==> config.mk <==
export PLATFORM = sky130hd
export DESIGN_NAME = stt_timer
export DESIGN_NICKNAME = d
export VERILOG_FILES = /design/src/logic/stt_pkg.sv /design/src/logic/stt_timer.sv
export VERILOG_INCLUDE_DIRS = /design/src /design/src/logic
export SDC_FILE = /design/constraint.sdc
export NUM_CORES = 1
export LEC_CHECK = 0
export BUFFER_PORTS_ARGS = -buffer_cell sky130_fd_sc_hd__buf_2
export CAP_MARGIN = 10
export CORE_MARGIN = 3
export CORE_UTILIZATION = 50
export DETAILED_ROUTE_END_ITERATION = 16
export PLACE_DENSITY = 0.73
export SLEW_MARGIN = 20
export SYNTH_ARGS = -nofsm -noshare
export SYNTH_HDL_FRONTEND = slang
export SYNTH_SLANG_ARGS = --single-unit
==> constraint.sdc <==
create_clock -name aclk -period 5.9 [get_ports aclk]
set_input_delay 0.59 -clock aclk [delete_from_list [all_inputs] [get_ports aclk]]
set_output_delay 0.59 -clock aclk [all_outputs]
set_load 0.02 [all_outputs]
==> src/logic/stt_defs.svh <==
`ifndef STT_DEFS_SVH
`define STT_DEFS_SVH

// ==========================================================
// Register byte offsets
`define STT_OFF_CTRL     8'h00
`define STT_OFF_MODE     8'h04
`define STT_OFF_CNT_LO   8'h08
`define STT_OFF_CNT_HI   8'h0C
`define STT_OFF_MA_LO    8'h10
`define STT_OFF_MA_HI    8'h14
`define STT_OFF_STATUS   8'h18

// ==========================================================
// Reset values
`define STT_CTRL_RST     8'h00
`define STT_MODE_RST     8'h00

// ==========================================================
// counter_control fields
`define STT_PAUSE_BIT    7
`define STT_CKSEL_HI     6
`define STT_CKSEL_LO     4
`define STT_ON_BIT       3
`define STT_PERIOD_HI    2
`define STT_PERIOD_LO    0

// ==========================================================
// mode_control fields
`define STT_OPMODE_HI    7
`define STT_OPMODE_LO    6
`define STT_PINFN_HI     5
`define STT_PINFN_LO     4
`define STT_OC_BIT       3
`define STT_POL_BIT      2
`define STT_DPX_BIT      1
`define STT_CCLR_BIT     0

// ==========================================================
// status fields
`define STT_STAT_A_BIT   0
`define STT_STAT_P_BIT   1

// ==========================================================
// Prescaler terminal counts
`define STT_SYS_DIV4_MAX 2'h3
`define STT_HI_DIV16_MAX 4'hF
`define STT_HI_DIV64_MAX 6'h3F

`endif

==> src/logic/stt_pkg.sv <==
package stt_pkg;

	// ==========================================================
	// Operating modes
	typedef enum logic [1:0] {
		STT_MODE_CMP  = 2'h0,
		STT_MODE_CAP  = 2'h1,
		STT_MODE_PWM  = 2'h2,
		STT_MODE_TMR  = 2'h3
	} stt_mode_type;

	// Single pulse sequencer, one-hot
	typedef enum logic [1:0] {
		STT_SP_IDLE   = 2'b01,
		STT_SP_ACTIVE = 2'b10
	} stt_sp_type;

	// ==========================================================
	// Whole state of the timer block
	typedef struct packed {
		logic [7:0]  ctrl;
		logic [7:0]  mode;
		logic [9:0]  cnt;
		logic [9:0]  match_a;
		logic [7:0]  hold_buf;
		logic        lvl;
		logic        pin_out;
		stt_sp_type  sp;
		logic        flag_a;
		logic        flag_p;
		logic        req_a;
		logic        req_p;
		logic [1:0]  div4;
		logic [5:0]  hdiv;
		logic [2:0]  ext_sync;
		logic        ext_st;
		logic [2:0]  cap_sync;
		logic        cap_st;
		logic        aw_got;
		logic [7:0]  aw_addr;
		logic        w_got;
		logic [7:0]  w_data;
		logic        w_lane0;
		logic        awready;
		logic        wready;
		logic        bvalid;
		logic [1:0]  bresp;
		logic        arready;
		logic        rvalid;
		logic [7:0]  rdata;
		logic [1:0]  rresp;
	} stt_state_type;

endpackage : stt_pkg

==> src/logic/stt_timer.sv <==
// The AXI4-Lite interface to the registers and the address map were chosen for this implementation.
`timescale 1ns/1ps
`include "stt_defs.svh"

module stt_timer (
	input  wire logic        aclk,             // System clock
	input  wire logic        aresetn,          // Sync reset, low
	input  wire logic [7:0]  s_axi_awaddr,     // Write address
	input  wire logic        s_axi_awvalid,    // Write address valid
	output logic             s_axi_awready,    // Write address ready
	input  wire logic [31:0] s_axi_wdata,      // Write data
	input  wire logic [3:0]  s_axi_wstrb,      // Write strobes
	input  wire logic        s_axi_wvalid,     // Write data valid
	output logic             s_axi_wready,     // Write data ready
	output logic [1:0]       s_axi_bresp,      // Write response
	output logic             s_axi_bvalid,     // Write response valid
	input  wire logic        s_axi_bready,     // Write response ready
	input  wire logic [7:0]  s_axi_araddr,     // Read address
	input  wire logic        s_axi_arvalid,    // Read address valid
	output logic             s_axi_arready,    // Read address ready
	output logic [31:0]      s_axi_rdata,      // Read data
	output logic [1:0]       s_axi_rresp,      // Read response
	output logic             s_axi_rvalid,     // Read data valid
	input  wire logic        s_axi_rready,     // Read data ready
	input  wire logic        high_clk_tick,    // High clock enable pulse
	input  wire logic        sub_clk_tick,     // Sub clock enable pulse
	input  wire logic        timer_clock_pin,  // External clock pin
	input  wire logic        timer_capture_pin,// Capture pin
	output logic             timer_out_pin,    // Timer output pin
	output logic             match_a_req,      // Comparator A request
	output logic             match_p_req       // Comparator P request
);

	localparam logic [1:0] RESP_OKAY   = 2'h0;
	localparam logic [1:0] RESP_SLVERR = 2'h2;

	stt_pkg::stt_state_type s_reg;
	stt_pkg::stt_state_type s_next;

	logic [2:0]  clock_select;
	logic        counter_on;
	logic        pause_control;
	logic [2:0]  period_compare_value;
	stt_pkg::stt_mode_type operating_mode_field;
	logic [1:0]  pin_function_field;
	logic        output_initial_level;
	logic        out_invert;
	logic        pwm_swap;
	logic        clear_source_select;
	logic        ext_rise;
	logic        ext_fall;
	logic        cap_rise;
	logic        cap_fall;
	logic        cnt_tick;
	logic        sp_mode;
	logic        run;
	logic [10:0] inc;
	logic        a_hit;
	logic        p_hit;
	logic        ovf;
	logic        clr_cnt;
	logic        set_a;
	logic        set_p;
	logic        clr_a;
	logic        clr_p;
	logic        cap_edge;
	logic [9:0]  duty;
	logic        wr_go;
	logic        on_rise;
	logic [7:0]  ctrl_new;

	always_comb
	begin
		clock_select         = s_reg.ctrl[`STT_CKSEL_HI:`STT_CKSEL_LO];
		counter_on           = s_reg.ctrl[`STT_ON_BIT];
		pause_control        = s_reg.ctrl[`STT_PAUSE_BIT];
		period_compare_value = s_reg.ctrl[`STT_PERIOD_HI:`STT_PERIOD_LO];
		operating_mode_field = stt_pkg::stt_mode_type'(
			s_reg.mode[`STT_OPMODE_HI:`STT_OPMODE_LO]);
		pin_function_field   = s_reg.mode[`STT_PINFN_HI:`STT_PINFN_LO];
		output_initial_level = s_reg.mode[`STT_OC_BIT];
		out_invert           = s_reg.mode[`STT_POL_BIT];
		pwm_swap             = s_reg.mode[`STT_DPX_BIT];
		clear_source_select  = s_reg.mode[`STT_CCLR_BIT];
	end

	// ==========================================================
	// Pin filtering and edges
	// sync before use
	always_comb
	begin
		ext_rise = (s_reg.ext_sync[2] == s_reg.ext_sync[1])
			&& s_reg.ext_sync[2] && !s_reg.ext_st;
		ext_fall = (s_reg.ext_sync[2] == s_reg.ext_sync[1])
			&& !s_reg.ext_sync[2] && s_reg.ext_st;
		cap_rise = (s_reg.cap_sync[2] == s_reg.cap_sync[1])
			&& s_reg.cap_sync[2] && !s_reg.cap_st;
		cap_fall = (s_reg.cap_sync[2] == s_reg.cap_sync[1])
			&& !s_reg.cap_sync[2] && s_reg.cap_st;
	end

	// ==========================================================
	// Counter clock selection
	// clock source mux
	always_comb
	begin
		case (clock_select)
			3'h0:    cnt_tick = (s_reg.div4 == `STT_SYS_DIV4_MAX);
			3'h1:    cnt_tick = 1'b1;
			3'h2:    cnt_tick = high_clk_tick
				&& (s_reg.hdiv[3:0] == `STT_HI_DIV16_MAX);
			3'h3:    cnt_tick = high_clk_tick
				&& (s_reg.hdiv == `STT_HI_DIV64_MAX);
			3'h6:    cnt_tick = ext_rise;
			3'h7:    cnt_tick = ext_fall;
			default: cnt_tick = sub_clk_tick;
		endcase
	end

	// ==========================================================
	// Compare logic on the next counter value
	always_comb
	begin
		sp_mode = (operating_mode_field == stt_pkg::STT_MODE_PWM)
			&& (pin_function_field == 2'h3);
		run = counter_on && !pause_control && cnt_tick
			&& (!sp_mode || s_reg.sp == stt_pkg::STT_SP_ACTIVE);
		inc = {1'b0, s_reg.cnt} + 11'h001;
		ovf = inc[10];
		a_hit = (inc[9:0] == s_reg.match_a) && !ovf;
		p_hit = (period_compare_value != 3'h0)
			&& (inc[9:7] == period_compare_value)
			&& (inc[6:0] == 7'h00);
		duty = pwm_swap ? {period_compare_value, 7'h00} : s_reg.match_a;
		case (operating_mode_field)
			stt_pkg::STT_MODE_PWM:
				clr_cnt = pwm_swap ? a_hit : (p_hit || ovf);
			stt_pkg::STT_MODE_CAP:
				clr_cnt = p_hit || ovf;
			default:
				clr_cnt = clear_source_select ? a_hit : (p_hit || ovf);
		endcase
		set_a = run && a_hit && (s_reg.match_a != 10'h000);
		set_p = run && p_hit && !(clear_source_select
			&& operating_mode_field == stt_pkg::STT_MODE_CMP);
		case (pin_function_field)
			2'h0:    cap_edge = cap_rise;
			2'h1:    cap_edge = cap_fall;
			2'h2:    cap_edge = cap_rise || cap_fall;
			default: cap_edge = 1'b0;
		endcase
		wr_go = s_reg.aw_got && s_reg.w_got && s_reg.w_lane0;
		ctrl_new = s_reg.w_data;
		on_rise = wr_go && (s_reg.aw_addr == `STT_OFF_CTRL)
			&& !counter_on && ctrl_new[`STT_ON_BIT];
		clr_a = wr_go && (s_reg.aw_addr == `STT_OFF_STATUS)
			&& s_reg.w_data[`STT_STAT_A_BIT];
		clr_p = wr_go && (s_reg.aw_addr == `STT_OFF_STATUS)
			&& s_reg.w_data[`STT_STAT_P_BIT];
	end

	// ==========================================================
	// Next state
	always_comb
	begin
		s_next = s_reg;
		s_next.req_a = 1'b0;
		s_next.req_p = 1'b0;
		// First stage feeds only the second
		s_next.ext_sync = {s_reg.ext_sync[1:0], timer_clock_pin};
		s_next.cap_sync = {s_reg.cap_sync[1:0], timer_capture_pin};
		if (s_reg.ext_sync[2] == s_reg.ext_sync[1])
			s_next.ext_st = s_reg.ext_sync[2];
		if (s_reg.cap_sync[2] == s_reg.cap_sync[1])
			s_next.cap_st = s_reg.cap_sync[2];
		s_next.div4 = s_reg.div4 + 2'h1;
		if (high_clk_tick)
			s_next.hdiv = s_reg.hdiv + 6'h01;

		if (run)
			s_next.cnt = clr_cnt ? 10'h000 : inc[9:0];
		s_next.req_a = set_a;
		s_next.req_p = set_p;

		case (operating_mode_field)
			stt_pkg::STT_MODE_CMP:
			begin
				if (set_a)
				begin
					case (pin_function_field)
						2'h1:    s_next.lvl = 1'b0;
						2'h2:    s_next.lvl = 1'b1;
						2'h3:    s_next.lvl = !s_reg.lvl;
						default: s_next.lvl = s_reg.lvl;
					endcase
				end
			end
			stt_pkg::STT_MODE_CAP:
			begin
				if (counter_on && cap_edge)
				begin
					s_next.match_a = s_reg.cnt;
					s_next.req_a = 1'b1;
				end
			end
			stt_pkg::STT_MODE_PWM:
			begin
				case (pin_function_field)
					2'h0:    s_next.lvl = !output_initial_level;
					2'h1:    s_next.lvl = output_initial_level;
					2'h2:    s_next.lvl = (s_next.cnt < duty)
						? output_initial_level : !output_initial_level;
					default:
					begin
						if (s_reg.sp == stt_pkg::STT_SP_IDLE)
						begin
							if (counter_on && ext_rise)
							begin
								s_next.sp  = stt_pkg::STT_SP_ACTIVE;
								s_next.cnt = 10'h000;
								s_next.lvl = output_initial_level;
							end
						end
						else if (set_a || !counter_on)
						begin
							s_next.sp  = stt_pkg::STT_SP_IDLE;
							s_next.lvl = !output_initial_level;
						end
					end
				endcase
			end
			default:
				s_next.lvl = s_reg.lvl;
		endcase

		// ======================================================
		// Register writes
		s_next.bvalid  = s_reg.bvalid && !s_axi_bready;
		if (s_axi_awvalid && s_reg.awready)
		begin
			s_next.aw_got  = 1'b1;
			s_next.aw_addr = s_axi_awaddr;
		end
		if (s_axi_wvalid && s_reg.wready)
		begin
			s_next.w_got   = 1'b1;
			s_next.w_data  = s_axi_wdata[7:0];
			s_next.w_lane0 = s_axi_wstrb[0];
		end
		if (s_reg.aw_got && s_reg.w_got)
		begin
			s_next.aw_got = 1'b0;
			s_next.w_got  = 1'b0;
			s_next.bvalid = 1'b1;
			s_next.bresp  = RESP_OKAY;
			if (s_reg.aw_addr[1:0] != 2'h0
				|| s_reg.aw_addr > `STT_OFF_STATUS)
				s_next.bresp = RESP_SLVERR;
		end
		if (wr_go)
		begin
			if (s_reg.aw_addr == `STT_OFF_CTRL)
			begin
				s_next.ctrl = ctrl_new;
				if (on_rise)
				begin
					s_next.cnt = 10'h000;
					s_next.sp  = stt_pkg::STT_SP_IDLE;
				end
				if (on_rise && operating_mode_field
					!= stt_pkg::STT_MODE_CAP)
					s_next.lvl = output_initial_level;
			end
			else if (s_reg.aw_addr == `STT_OFF_MODE)
				s_next.mode = s_reg.w_data;
			else if (s_reg.aw_addr == `STT_OFF_MA_LO)
				s_next.hold_buf = s_reg.w_data;
			else if (s_reg.aw_addr == `STT_OFF_MA_HI)
				s_next.match_a = {s_reg.w_data[1:0], s_reg.hold_buf};
		end
		// Set wins over a same-cycle clear
		s_next.flag_a = (s_reg.flag_a && !clr_a) || s_next.req_a;
		s_next.flag_p = (s_reg.flag_p && !clr_p) || set_p;

		// ======================================================
		// Register reads
		if (s_reg.rvalid && s_axi_rready)
			s_next.rvalid = 1'b0;
		if (s_axi_arvalid && s_reg.arready)
		begin
			s_next.rvalid = 1'b1;
			s_next.rresp  = RESP_OKAY;
			s_next.rdata  = 8'h00;
			if (s_axi_araddr == `STT_OFF_CTRL)
				s_next.rdata = s_reg.ctrl;
			else if (s_axi_araddr == `STT_OFF_MODE)
				s_next.rdata = s_reg.mode;
			else if (s_axi_araddr == `STT_OFF_CNT_LO
				|| s_axi_araddr == `STT_OFF_MA_LO)
				s_next.rdata = s_reg.hold_buf;
			else if (s_axi_araddr == `STT_OFF_CNT_HI)
			begin
				s_next.rdata    = {6'h00, s_reg.cnt[9:8]};
				s_next.hold_buf = s_reg.cnt[7:0];
			end
			else if (s_axi_araddr == `STT_OFF_MA_HI)
			begin
				s_next.rdata    = {6'h00, s_reg.match_a[9:8]};
				s_next.hold_buf = s_reg.match_a[7:0];
			end
			else if (s_axi_araddr == `STT_OFF_STATUS)
				s_next.rdata = {6'h00, s_reg.flag_p, s_reg.flag_a};
			else
				s_next.rresp = RESP_SLVERR;
		end
		s_next.arready = !s_next.rvalid;
		s_next.awready = !s_next.aw_got && !s_next.bvalid;
		s_next.wready  = !s_next.w_got && !s_next.bvalid;
		s_next.pin_out = (operating_mode_field == stt_pkg::STT_MODE_TMR)
			? 1'b0 : (s_next.lvl ^ out_invert);
	end

	always_ff @(posedge aclk)
	begin
		if (!aresetn)
		begin
			s_reg          <= '0;
			s_reg.ctrl     <= `STT_CTRL_RST;
			s_reg.mode     <= `STT_MODE_RST;
			s_reg.sp       <= stt_pkg::STT_SP_IDLE;
		end
		else
			s_reg <= s_next;
	end

	assign s_axi_awready = s_reg.awready;
	assign s_axi_wready  = s_reg.wready;
	assign s_axi_bvalid  = s_reg.bvalid;
	assign s_axi_bresp   = s_reg.bresp;
	assign s_axi_arready = s_reg.arready;
	assign s_axi_rvalid  = s_reg.rvalid;
	assign s_axi_rresp   = s_reg.rresp;
	assign s_axi_rdata   = {24'h00_0000, s_reg.rdata};
	assign timer_out_pin = s_reg.pin_out;
	assign match_a_req   = s_reg.req_a;
	assign match_p_req   = s_reg.req_p;

endmodule : stt_timer
==> flow_summary.html, run 1 <==
<table>
<tr><th>Metric</th><th>Value</th></tr>
<tr><th colspan="2">Synth</th></tr>
<tr><td>Multiplexer area fraction after synthesis</td><td>8.64%</td></tr>
<tr><td>Flip-flop and latch count after synthesis</td><td>102</td></tr>
<tr><td>Post-Synthesis Mean Instance Area</td><td>between 8 and 9 um^2</td></tr>
<tr><td>Cell Area, Synth</td><td>6040 um^2</td></tr>
<tr><td>Share of flip-flops with an asynchronous set or reset after synthesis</td><td>0%</td></tr>
<tr><td>Area share of fa/ha/maj cells after synthesis</td><td>4.35%</td></tr>
<tr><td>Compound-Gate Fraction of Synth Area</td><td>between 10% and 20%</td></tr>
<tr><td>Main flop type after synthesis</td><td>sky130_fd_sc_hd__dfxtp_1</td></tr>
<tr><td>Largest family of logic cells by synthesized area</td><td>simple AND/OR/NAND/NOR gates</td></tr>
<tr><td>Cell type with the highest aggregate area in the netlist</td><td>sky130_fd_sc_hd__dfxtp_1</td></tr>
<tr><td>Area fraction of the dominant cell type after synthesis</td><td>33.8%</td></tr>
<tr><td>Count of different cell masters after synthesis</td><td>67</td></tr>
<tr><td>Leading post-synthesis cells by instance count</td><td>sky130_fd_sc_hd__dfxtp_1 (102), sky130_fd_sc_hd__nand2_1 (77), sky130_fd_sc_hd__mux2i_1 (42)</td></tr>
<tr><td>Number of cells produced by synthesis</td><td>a little over 700</td></tr>
<tr><td>Part of the Yosys area used for sequential elements</td><td>33.8%</td></tr>
<tr><td>Parity-gate share of the synthesized area counting xor and xnor cells</td><td>roughly 3.3%</td></tr>
<tr><td>Number of enable-type register cells in the synthesized netlist</td><td>0</td></tr>
<tr><td>Yosys warning total</td><td>0</td></tr>
<tr><td>Leading post-synthesis cells by cell area</td><td>sky130_fd_sc_hd__dfxtp_1 (34%), sky130_fd_sc_hd__mux2i_1 (7.0%), sky130_fd_sc_hd__nand2_1 (4.8%)</td></tr>
<tr><td>Simple-gate portion of the synthesized area</td><td>between 20 and 25%</td></tr>
<tr><td>Top-count cell post-synth</td><td>sky130_fd_sc_hd__dfxtp_1</td></tr>
<tr><th colspan="2">Clock network</th></tr>
<tr><td>Number of buffers added for setup after CTS</td><td>0</td></tr>
<tr><td>CTS tree</td><td>yes</td></tr>
<tr><td>Max clock buf depth</td><td>2</td></tr>
<tr><td>Number of clock buffers inserted by TritonCTS</td><td>9</td></tr>
<tr><td>Number of hold-repair buffers added at the cts stage</td><td>0</td></tr>
<tr><td>Root buffer cell</td><td>sky130_fd_sc_hd__clkbuf_16</td></tr>
<tr><td>Register clock-pin slew on the reported worst setup and hold paths</td><td>70 ps</td></tr>
<tr><td># H-tree levels</td><td>3</td></tr>
<tr><td>Later-pin clock latency in the skew report</td><td>350 ps</td></tr>
<tr><td>Resize count post-CTS</td><td>0</td></tr>
<tr><td>Clk sink count</td><td>roughly 100</td></tr>
<tr><th colspan="2">Setup path</th></tr>
<tr><td>Cell family with most CP delay</td><td>simple AND/OR/NAND/NOR gates</td></tr>
<tr><td>Crit-path max cell delay</td><td>a little under 700 ps</td></tr>
<tr><td>Crit path DAT</td><td>around 5700 ps</td></tr>
<tr><td>R2r worst-path depth</td><td>17</td></tr>
<tr><td>Register-to-register setup slack</td><td>approximately 430 ps</td></tr>
<tr><td>Critical path's slowest cell</td><td>sky130_fd_sc_hd__or4b_2</td></tr>
<tr><td>Required time of the worst setup path</td><td>about 6000 ps</td></tr>
<tr><td>Nature of the critical path endpoint</td><td>register</td></tr>
<tr><td>Critical R2R Launch</td><td>s_reg[78]</td></tr>
<tr><td>Capture instance of the worst register-to-register path</td><td>timer_out_pin</td></tr>
<tr><td>Count of buffering cells on the critical path with inverters included</td><td>0</td></tr>
<tr><td>Startpoint-to-endpoint class of the critical path</td><td>reg2reg</td></tr>
<tr><td>Type of element launching the critical path</td><td>register</td></tr>
<tr><td>Largest fanout on the critical path</td><td>14</td></tr>
<tr><td>Cell-by-cell listing of the critical path</td><td>ha_1 &gt; nand4_1 &gt; or2_2 &gt; or3_1 &gt; a211oi_1 &gt; nand3_1 &gt; nand3_1 &gt; o21ai_0 &gt; a21o_1 &gt; ha_1 &gt; or4b_2 &gt; o21ai_1 &gt; a21oi_1 &gt; or4_2 &gt; o211ai_1 &gt; a211oi_2 &gt; mux2i_1</td></tr>
<tr><th colspan="2">Detailed routing</th></tr>
<tr><td>Post-Route WL</td><td>14.0 mm</td></tr>
<tr><td>Pre-antenna DRT Iters</td><td>5</td></tr>
<tr><td>Final antenna-violating net count</td><td>0</td></tr>
<tr><td>DRC violation count after routing</td><td>0</td></tr>
<tr><td>Violation count after the first detailed-routing iteration</td><td>288</td></tr>
<tr><td>Average wire length per cell after detail routing</td><td>16.1 um</td></tr>
<tr><td>Via count</td><td>4,918</td></tr>
<tr><td>Number of vias per cell</td><td>5.67</td></tr>
<tr><th colspan="2">Finish</th></tr>
<tr><td>Synth-to-Final Area Change</td><td>6.71%</td></tr>
<tr><td>Final standard cell utilization of the core</td><td>a little under three fifths</td></tr>
<tr><td>Fill cells</td><td>approximately 1,100</td></tr>
<tr><td>Post-layout instance area</td><td>between 6000 and 7000 um^2</td></tr>
<tr><td>Diodes inserted</td><td>0</td></tr>
<tr><td>Max FFs per register</td><td>56</td></tr>
<tr><td>Fraction of final layout cells with drive strength greater than 1</td><td>13.5%</td></tr>
<tr><td>Layout Cells excl Fill</td><td>867</td></tr>
<tr><td>Post-layout net count</td><td>between 800 and 900</td></tr>
<tr><th colspan="2">STA</th></tr>
<tr><td>Fin. Hold Viols</td><td>0</td></tr>
<tr><td>Final cycle utilization of the critical path</td><td>just over 90%</td></tr>
<tr><td>Period minus WS final</td><td>~5500 ps</td></tr>
<tr><td>Clock Skews</td><td>8.94 ps</td></tr>
<tr><td>RSZ-0062 raised after global routing</td><td>false</td></tr>
<tr><td>Max-slew violation count</td><td>0</td></tr>
<tr><td>Achievable Freq</td><td>between 150 and 200 MHz</td></tr>
<tr><td>Worst Max-Slew Pin Slew</td><td>933 ps</td></tr>
<tr><td>Headroom to the max-slew limit</td><td>a little under two fifths</td></tr>
<tr><td>Final setup violation count</td><td>0</td></tr>
<tr><td>Setup_tns</td><td>0 ps</td></tr>
<tr><td>Worst hold slack</td><td>427 ps</td></tr>
<tr><th colspan="2">Floorplan</th></tr>
<tr><td>Chip height</td><td>~120 um</td></tr>
<tr><td>Die X</td><td>between 100 and 150 um</td></tr>
<tr><td>Die area</td><td>13,400 um^2</td></tr>
<tr><td>Boundary pin count</td><td>~110</td></tr>
<tr><td>Row count</td><td>39</td></tr>
<tr><td>Starting density of the core</td><td>approximately half</td></tr>
<tr><td>Core box area</td><td>between 10,000 and 15,000 um^2</td></tr>
<tr><th colspan="2">Placement</th></tr>
<tr><td>GPL Wtd Cong</td><td>~0.86</td></tr>
<tr><td>Buffers on Ports</td><td>53</td></tr>
<tr><td>Area after DPL</td><td>roughly 6000 um^2</td></tr>
<tr><td>Placed cells</td><td>851</td></tr>
<tr><td>Post-DP HPWL</td><td>about 10 mm</td></tr>
<tr><th colspan="2">Run status</th></tr>
<tr><td>Result of the run</td><td>finished, final reports clean</td></tr>
<tr><th colspan="2">Hold path</th></tr>
<tr><td>Worst hold path cell count</td><td>1</td></tr>
<tr><td>Startpoint of the most critical hold path</td><td>s_reg[50]</td></tr>
<tr><td>Destination of the worst hold path</td><td>s_reg[50]</td></tr>
<tr><td>Hold/Removal Path Class</td><td>reg2reg</td></tr>
<tr><th colspan="2">Global routing</th></tr>
<tr><td>Global-route total usage across every layer</td><td>a little over a fifth</td></tr>
<tr><td>Largest net degree at the start of global routing</td><td>92</td></tr>
<tr><td>Vias in the first global route</td><td>approximately 4,700</td></tr>
<tr><td>Gr ovfl total</td><td>0</td></tr>
<tr><td>Global-route wire length before repair</td><td>between 20 and 25 mm</td></tr>
<tr><td>Initial antenna violation count</td><td>0</td></tr>
<tr><th colspan="2">Job</th></tr>
<tr><td>Max-Cap Viols</td><td>0</td></tr>
<tr><th colspan="2">Power</th></tr>
<tr><td>Cell leakage power</td><td>~0.0028 uW</td></tr>
<tr><td>Worst IR Drop VDD</td><td>roughly 210 uV</td></tr>
<tr><td>Pwr/cell area</td><td>around 220 nW/um^2</td></tr>
</table>
## layout make-up
class / instances / area, um^2 / area share (%)
Inverter: 13 / 48.8 / 0.757
Tap cell: 143 / 179 / 2.78
Clock buffer: 10 / 239 / 3.71
Timing Repair Buffer: 57 / 295 / 4.58
Multi-Input combinational cell: 536 / 3570 / 55.4
Clock inverter: 6 / 68.8 / 1.07
Sequential cell: 102 / 2040 / 31.7
## metrics by stage
stage	total power [uW]	worst slack, ps
floorplan	823	1050
finish	1430	428
global placement	831	643
global route	1490	55.4
CTS	1440	464
detailed placement	835	487
## routing by layer
metal,part of all wire (%),GRT usage [%],up-vias
met5,0,0,-
met4,3.9,10.8,0
met3,4.3,3.24,30
met2,46,34.4,131
met1,45,28.4,2298
li1,-,-,2459
## logic make-up (layout without fill, tap and decap cells)
family | after synthesis | after routing
AND/OR/NAND/NOR | 274 | 274
AO/OA/AOI/OAI | 141 | 141
flip-flops | 102 | 102
buffers and inverters | 91 | 86
multiplexers | 51 | 51
XOR/XNOR | 23 | 23
adder cells (fa/ha/maj) | 21 | 21
other | 1 | 26
## power by group
| group | internal, uW | switching, uW | leakage, uW | total, uW |
|---|---|---|---|---|
| Combinational | 37.3 | 62.6 | 0.00187 | 99.9 |
| Clock | 343 | 267 | 0.000149 | 610 |
| Sequential | 705 | 14.8 | 0.000828 | 720 |
## how the worst max path moves through the flow
stage	slack, ps	startpoint	to	depth (start not counted)
finish	430	s_reg[78]	timer_out_pin	17
global route	60	s_reg[78]	timer_out_pin	17
CTS	460	s_reg[78]	timer_out_pin	17
detailed placement	490	s_reg[78]	timer_out_pin	17
global placement	640	s_reg[78]	timer_out_pin	17
floorplan	1050	s_reg[79]	timer_out_pin	19
## placed cells by master, fill, tap and decap left out, types with 8 or more instances in the layout
cell type / netlist / layout
sky130_fd_sc_hd__dfxtp_1: 102 / 102
sky130_fd_sc_hd__nand2_1: 77 / 77
sky130_fd_sc_hd__buf_2: 4 / 53
sky130_fd_sc_hd__mux2i_1: 42 / 42
sky130_fd_sc_hd__nor2b_1: 35 / 35
sky130_fd_sc_hd__and2_1: 34 / 34
sky130_fd_sc_hd__nor2_1: 32 / 32
sky130_fd_sc_hd__o21ai_0: 26 / 26
sky130_fd_sc_hd__conb_1: 1 / 26
sky130_fd_sc_hd__a21boi_0: 25 / 25
sky130_fd_sc_hd__ha_1: 21 / 21
sky130_fd_sc_hd__xnor2_1: 19 / 19
sky130_fd_sc_hd__nand2b_1: 16 / 16
sky130_fd_sc_hd__nor3_1: 15 / 15
sky130_fd_sc_hd__nand3_1: 14 / 14
sky130_fd_sc_hd__inv_1: 12 / 12
sky130_fd_sc_hd__o211a_1: 11 / 11
sky130_fd_sc_hd__a21oi_1: 10 / 10
sky130_fd_sc_hd__nand4_1: 10 / 10
sky130_fd_sc_hd__o22ai_1: 10 / 10
sky130_fd_sc_hd__nor4_1: 10 / 10
sky130_fd_sc_hd__mux2_2: 9 / 9
sky130_fd_sc_hd__clkbuf_16: 0 / 9
sky130_fd_sc_hd__a22oi_1: 8 / 8
Note: power is estimated with default switching activity, not from simulation.
==> run 2, diff against run 1 <==
--- a/config.mk
+++ b/config.mk
@@ -6,6 +6,7 @@
 export SDC_FILE = /design/constraint.sdc
 export NUM_CORES = 1
 export LEC_CHECK = 0
+export ABC_AREA = 1
 export BUFFER_PORTS_ARGS = -buffer_cell sky130_fd_sc_hd__buf_2
 export CAP_MARGIN = 10
 export CORE_MARGIN = 3
==> flow_summary.html, run 2 <==
<table>
<tr><th>Metric</th><th>Value</th></tr>
<tr><th colspan="2">Detailed routing</th></tr>
<tr><td>Final antenna-violating net count</td><td>0</td></tr>
<tr><td>DRC violation count after routing</td><td>0</td></tr>
<tr><td>Post-Route WL</td><td>around 14 mm</td></tr>
<tr><td>Violation count after the first detailed-routing iteration</td><td>~550</td></tr>
<tr><td>Total length of routed met3 wires</td><td>roughly 1.2 mm</td></tr>
<tr><td>Average wire length per cell after detail routing</td><td>between 10 and 15 um</td></tr>
<tr><td>Metal2 WL</td><td>around 6.4 mm</td></tr>
<tr><td>Via count</td><td>approximately 5,400</td></tr>
<tr><td>Top routing layer used</td><td>met4</td></tr>
<tr><td>Number of vias per cell</td><td>5.34</td></tr>
<tr><td>Pre-antenna DRT Iters</td><td>7</td></tr>
<tr><td>Met1 wire length</td><td>6.57 mm</td></tr>
<tr><th colspan="2">STA</th></tr>
<tr><td>Setup_tns</td><td>0 ps</td></tr>
<tr><td>Final setup violation count</td><td>0</td></tr>
<tr><td>Setup WS post-layout</td><td>1790 ps</td></tr>
<tr><td>Max-slew violation count</td><td>0</td></tr>
<tr><td>Achievable Freq</td><td>approximately 240 MHz</td></tr>
<tr><td>Final cycle utilization of the critical path</td><td>about 70%</td></tr>
<tr><td>RSZ-0062 raised after global routing</td><td>false</td></tr>
<tr><td>Clock Skews</td><td>7.54 ps</td></tr>
<tr><td>Worst Max-Slew Pin Slew</td><td>about 900 ps</td></tr>
<tr><td>Headroom to the max-slew limit</td><td>just over 40%</td></tr>
<tr><td>Fin. Hold Viols</td><td>0</td></tr>
<tr><td>Period minus WS final</td><td>4110 ps</td></tr>
<tr><th colspan="2">Finish</th></tr>
<tr><td>Fraction of final layout cells with drive strength greater than 1</td><td>9.92%</td></tr>
<tr><td>Post-layout instance area</td><td>around 6200 um^2</td></tr>
<tr><td>Area occupied by registers</td><td>2040 um^2</td></tr>
<tr><td>Commonest non-fill, non-tap cell in the layout</td><td>sky130_fd_sc_hd__nand2_1</td></tr>
<tr><td>Fill cells</td><td>about 1,100</td></tr>
<tr><td>Leading cell types in the layout, fill and taps excluded</td><td>sky130_fd_sc_hd__nand2_1 (149), sky130_fd_sc_hd__inv_1 (124), sky130_fd_sc_hd__dfxtp_1 (102), sky130_fd_sc_hd__nor2_1 (87), sky130_fd_sc_hd__o21ai_0 (70)</td></tr>
<tr><td>Diodes inserted</td><td>0</td></tr>
<tr><td>Max FFs per register</td><td>56</td></tr>
<tr><td>Post-layout net count</td><td>between 900 and 1,000</td></tr>
<tr><td>Area occupied by multi-input gates</td><td>2920 um^2</td></tr>
<tr><td>Synth-to-Final Area Change</td><td>7.84%</td></tr>
<tr><td>Final standard cell utilization of the core</td><td>around 56%</td></tr>
<tr><th colspan="2">Synth</th></tr>
<tr><td>Flip-flop and latch count after synthesis</td><td>102</td></tr>
<tr><td>Count of different cell masters after synthesis</td><td>39</td></tr>
<tr><td>Post-Synthesis Mean Instance Area</td><td>6.87 um^2</td></tr>
<tr><td>Leading post-synthesis cells by instance count</td><td>sky130_fd_sc_hd__nand2_1 (149), sky130_fd_sc_hd__inv_1 (124), sky130_fd_sc_hd__dfxtp_1 (102)</td></tr>
<tr><td>Leading post-synthesis cells by cell area</td><td>sky130_fd_sc_hd__dfxtp_1 (36%), sky130_fd_sc_hd__nand2_1 (9.8%), sky130_fd_sc_hd__inv_1 (8.1%)</td></tr>
<tr><td>Yosys warning total</td><td>0</td></tr>
<tr><td>Cell Area, Synth</td><td>about 5700 um^2</td></tr>
<tr><td>Part of the Yosys area used for sequential elements</td><td>around 36%</td></tr>
<tr><td>Top-count cell post-synth</td><td>sky130_fd_sc_hd__nand2_1</td></tr>
<tr><td>Area fraction of the dominant cell type after synthesis</td><td>a little over a third</td></tr>
<tr><td>Main flop type after synthesis</td><td>sky130_fd_sc_hd__dfxtp_1</td></tr>
<tr><td>Cell type with the highest aggregate area in the netlist</td><td>sky130_fd_sc_hd__dfxtp_1</td></tr>
<tr><td>Share of flip-flops with an asynchronous set or reset after synthesis</td><td>0%</td></tr>
<tr><td>Number of enable-type register cells in the synthesized netlist</td><td>0</td></tr>
<tr><td>Number of cells produced by synthesis</td><td>between 800 and 900</td></tr>
<tr><th colspan="2">Power</th></tr>
<tr><td>Cell internal power dissipation</td><td>1050 uW</td></tr>
<tr><td>Share of total power in the clock network</td><td>between 30% and 40%</td></tr>
<tr><td>Overall power</td><td>between 1000 and 1500 uW</td></tr>
<tr><td>Seq pwr share</td><td>between 50% and 60%</td></tr>
<tr><td>Sw Share</td><td>26.6%</td></tr>
<tr><td>Net switching power of the design</td><td>380 uW</td></tr>
<tr><td>Pwr/cell area</td><td>between 200 and 250 nW/um^2</td></tr>
<tr><td>Comb pwr share</td><td>between 8 and 9%</td></tr>
<tr><td>Worst IR Drop VDD</td><td>around 290 uV</td></tr>
<tr><td>Cell leakage power</td><td>between 0.002 and 0.003 uW</td></tr>
<tr><th colspan="2">Clock network</th></tr>
<tr><td># H-tree levels</td><td>3</td></tr>
<tr><td>Root buffer cell</td><td>sky130_fd_sc_hd__clkbuf_16</td></tr>
<tr><td>Max clock buf depth</td><td>2</td></tr>
<tr><td>Later-pin clock latency in the skew report</td><td>between 300 and 400 ps</td></tr>
<tr><td>Number of buffers added for setup after CTS</td><td>0</td></tr>
<tr><td>Register clock-pin slew on the reported worst setup and hold paths</td><td>around 70 ps</td></tr>
<tr><td>CTS tree</td><td>yes</td></tr>
<tr><td>Number of clock buffers inserted by TritonCTS</td><td>9</td></tr>
<tr><td>Number of hold-repair buffers added at the cts stage</td><td>0</td></tr>
<tr><td>Resize count post-CTS</td><td>0</td></tr>
<tr><td>Clk sink count</td><td>a little over 100</td></tr>
<tr><th colspan="2">Floorplan</th></tr>
<tr><td>Die X</td><td>around 110 um</td></tr>
<tr><td>Starting density of the core</td><td>just over 50%</td></tr>
<tr><td>Boundary pin count</td><td>107</td></tr>
<tr><td>Row count</td><td>38</td></tr>
<tr><td>Chip height</td><td>approximately 110 um</td></tr>
<tr><td>Die area</td><td>12,800 um^2</td></tr>
<tr><td>Core box area</td><td>approximately 11,000 um^2</td></tr>
<tr><th colspan="2">Placement</th></tr>
<tr><td>Buffers on Ports</td><td>between 50 and 60</td></tr>
<tr><td>Post-Place Worst Slack</td><td>roughly 1800 ps</td></tr>
<tr><td>Area after DPL</td><td>5900 um^2</td></tr>
<tr><td>Post-DP HPWL</td><td>10.7 mm</td></tr>
<tr><td>GPL Wtd Cong</td><td>0.936</td></tr>
<tr><th colspan="2">Setup path</th></tr>
<tr><td>Critical path's slowest cell</td><td>sky130_fd_sc_hd__dfxtp_1</td></tr>
<tr><td>Critical R2R Launch</td><td>s_reg[78]</td></tr>
<tr><td>Nature of the critical path endpoint</td><td>register</td></tr>
<tr><td>R2r worst-path depth</td><td>31</td></tr>
<tr><td>Required time of the worst setup path</td><td>about 6100 ps</td></tr>
<tr><td>Type of element launching the critical path</td><td>register</td></tr>
<tr><td>Crit path DAT</td><td>4350 ps</td></tr>
<tr><td>Crit-path max cell delay</td><td>between 500 and 600 ps</td></tr>
<tr><td>Crit path launch</td><td>s_reg[78]</td></tr>
<tr><td>Largest fanout on the critical path</td><td>9</td></tr>
<tr><td>Cell type with the highest occurrence count on the critical path</td><td>sky130_fd_sc_hd__nand2_1</td></tr>
<tr><td>Startpoint-to-endpoint class of the critical path</td><td>reg2reg</td></tr>
<tr><th colspan="2">Global routing</th></tr>
<tr><td>Global-route total usage across every layer</td><td>a little under a quarter</td></tr>
<tr><td>Gr ovfl total</td><td>0</td></tr>
<tr><td>Largest net degree at the start of global routing</td><td>67</td></tr>
<tr><td>Vias in the first global route</td><td>4,823</td></tr>
<tr><td>Initial antenna violation count</td><td>0</td></tr>
<tr><td>Global-route wire length before repair</td><td>about 24 mm</td></tr>
<tr><th colspan="2">Hold path</th></tr>
<tr><td>Startpoint of the most critical hold path</td><td>s_next[38]</td></tr>
<tr><td>Hold/Removal Path Class</td><td>reg2reg</td></tr>
<tr><td>Worst hold path cell count</td><td>2</td></tr>
<tr><th colspan="2">Run status</th></tr>
<tr><td>Result of the run</td><td>finished, final reports clean</td></tr>
<tr><th colspan="2">Job</th></tr>
<tr><td>Max-Cap Viols</td><td>0</td></tr>
</table>
-- run 2: logic make-up after synthesis --
group           count (synthesis)  share of synthesized area, %
compound gates                193                          20.1
xor+xnor                        2                         0.306
fa+ha+maj                      21                          4.59
buf+inv                       193                          15.0
flops                         102                          35.7
mux                             1                         0.175
other cells                     1                        0.0655
simple gates                  321                          24.1
-- run 2: routing by layer --
layer,global-route usage (%),vias to the layer above
met5,0,-
met4,6.97,0
met3,4.97,25
met2,36.7,199
met1,30.9,2384
li1,-,2768
-- run 2: per-stage QoR --
stage	std cells	hold slack [ps]
6_report	1007	413
2_1_floorplan	859	390
5_1_grt	1007	434
4_1_cts	1007	412
3_3_place_gp	991	393
3_5_place_dp	991	399
-- run 2: final cells by class --
class	instances	share of cell area [%]
Tap cell	140	2.84
Multi-Input combinational cell	564	47.2
Inverter	131	7.96
Clock inverter	5	0.709
Timing Repair Buffer	54	4.42
Clock buffer	11	3.77
Sequential cell	102	33.1
-- run 2: worst max-delay path, delay by kind of cell (launching register included) --
family                   cells  cell delay [ps]
AO/OA/AOI/OAI                5              750
buffers and inverters        2              320
flip-flops                   1              540
AND/OR/NAND/NOR             22             1790
adder cells (fa/ha/maj)      2              600
-- run 2: power groups by stage --
stage	Clock, uW	Combinational (uW)	Sequential [uW]
floorplan	0	106	744
global placement	0	124	746
detailed placement	0	125	747
CTS	575	126	731
global route	605	143	734
finish	568	126	731
-- run 2: final timing paths --
kind                        end  slack, ps
setup / recovery  timer_out_pin       1790
hold / removal       s_next[39]        410
setup reg to reg  timer_out_pin       1790
hold reg to reg      s_next[39]        410
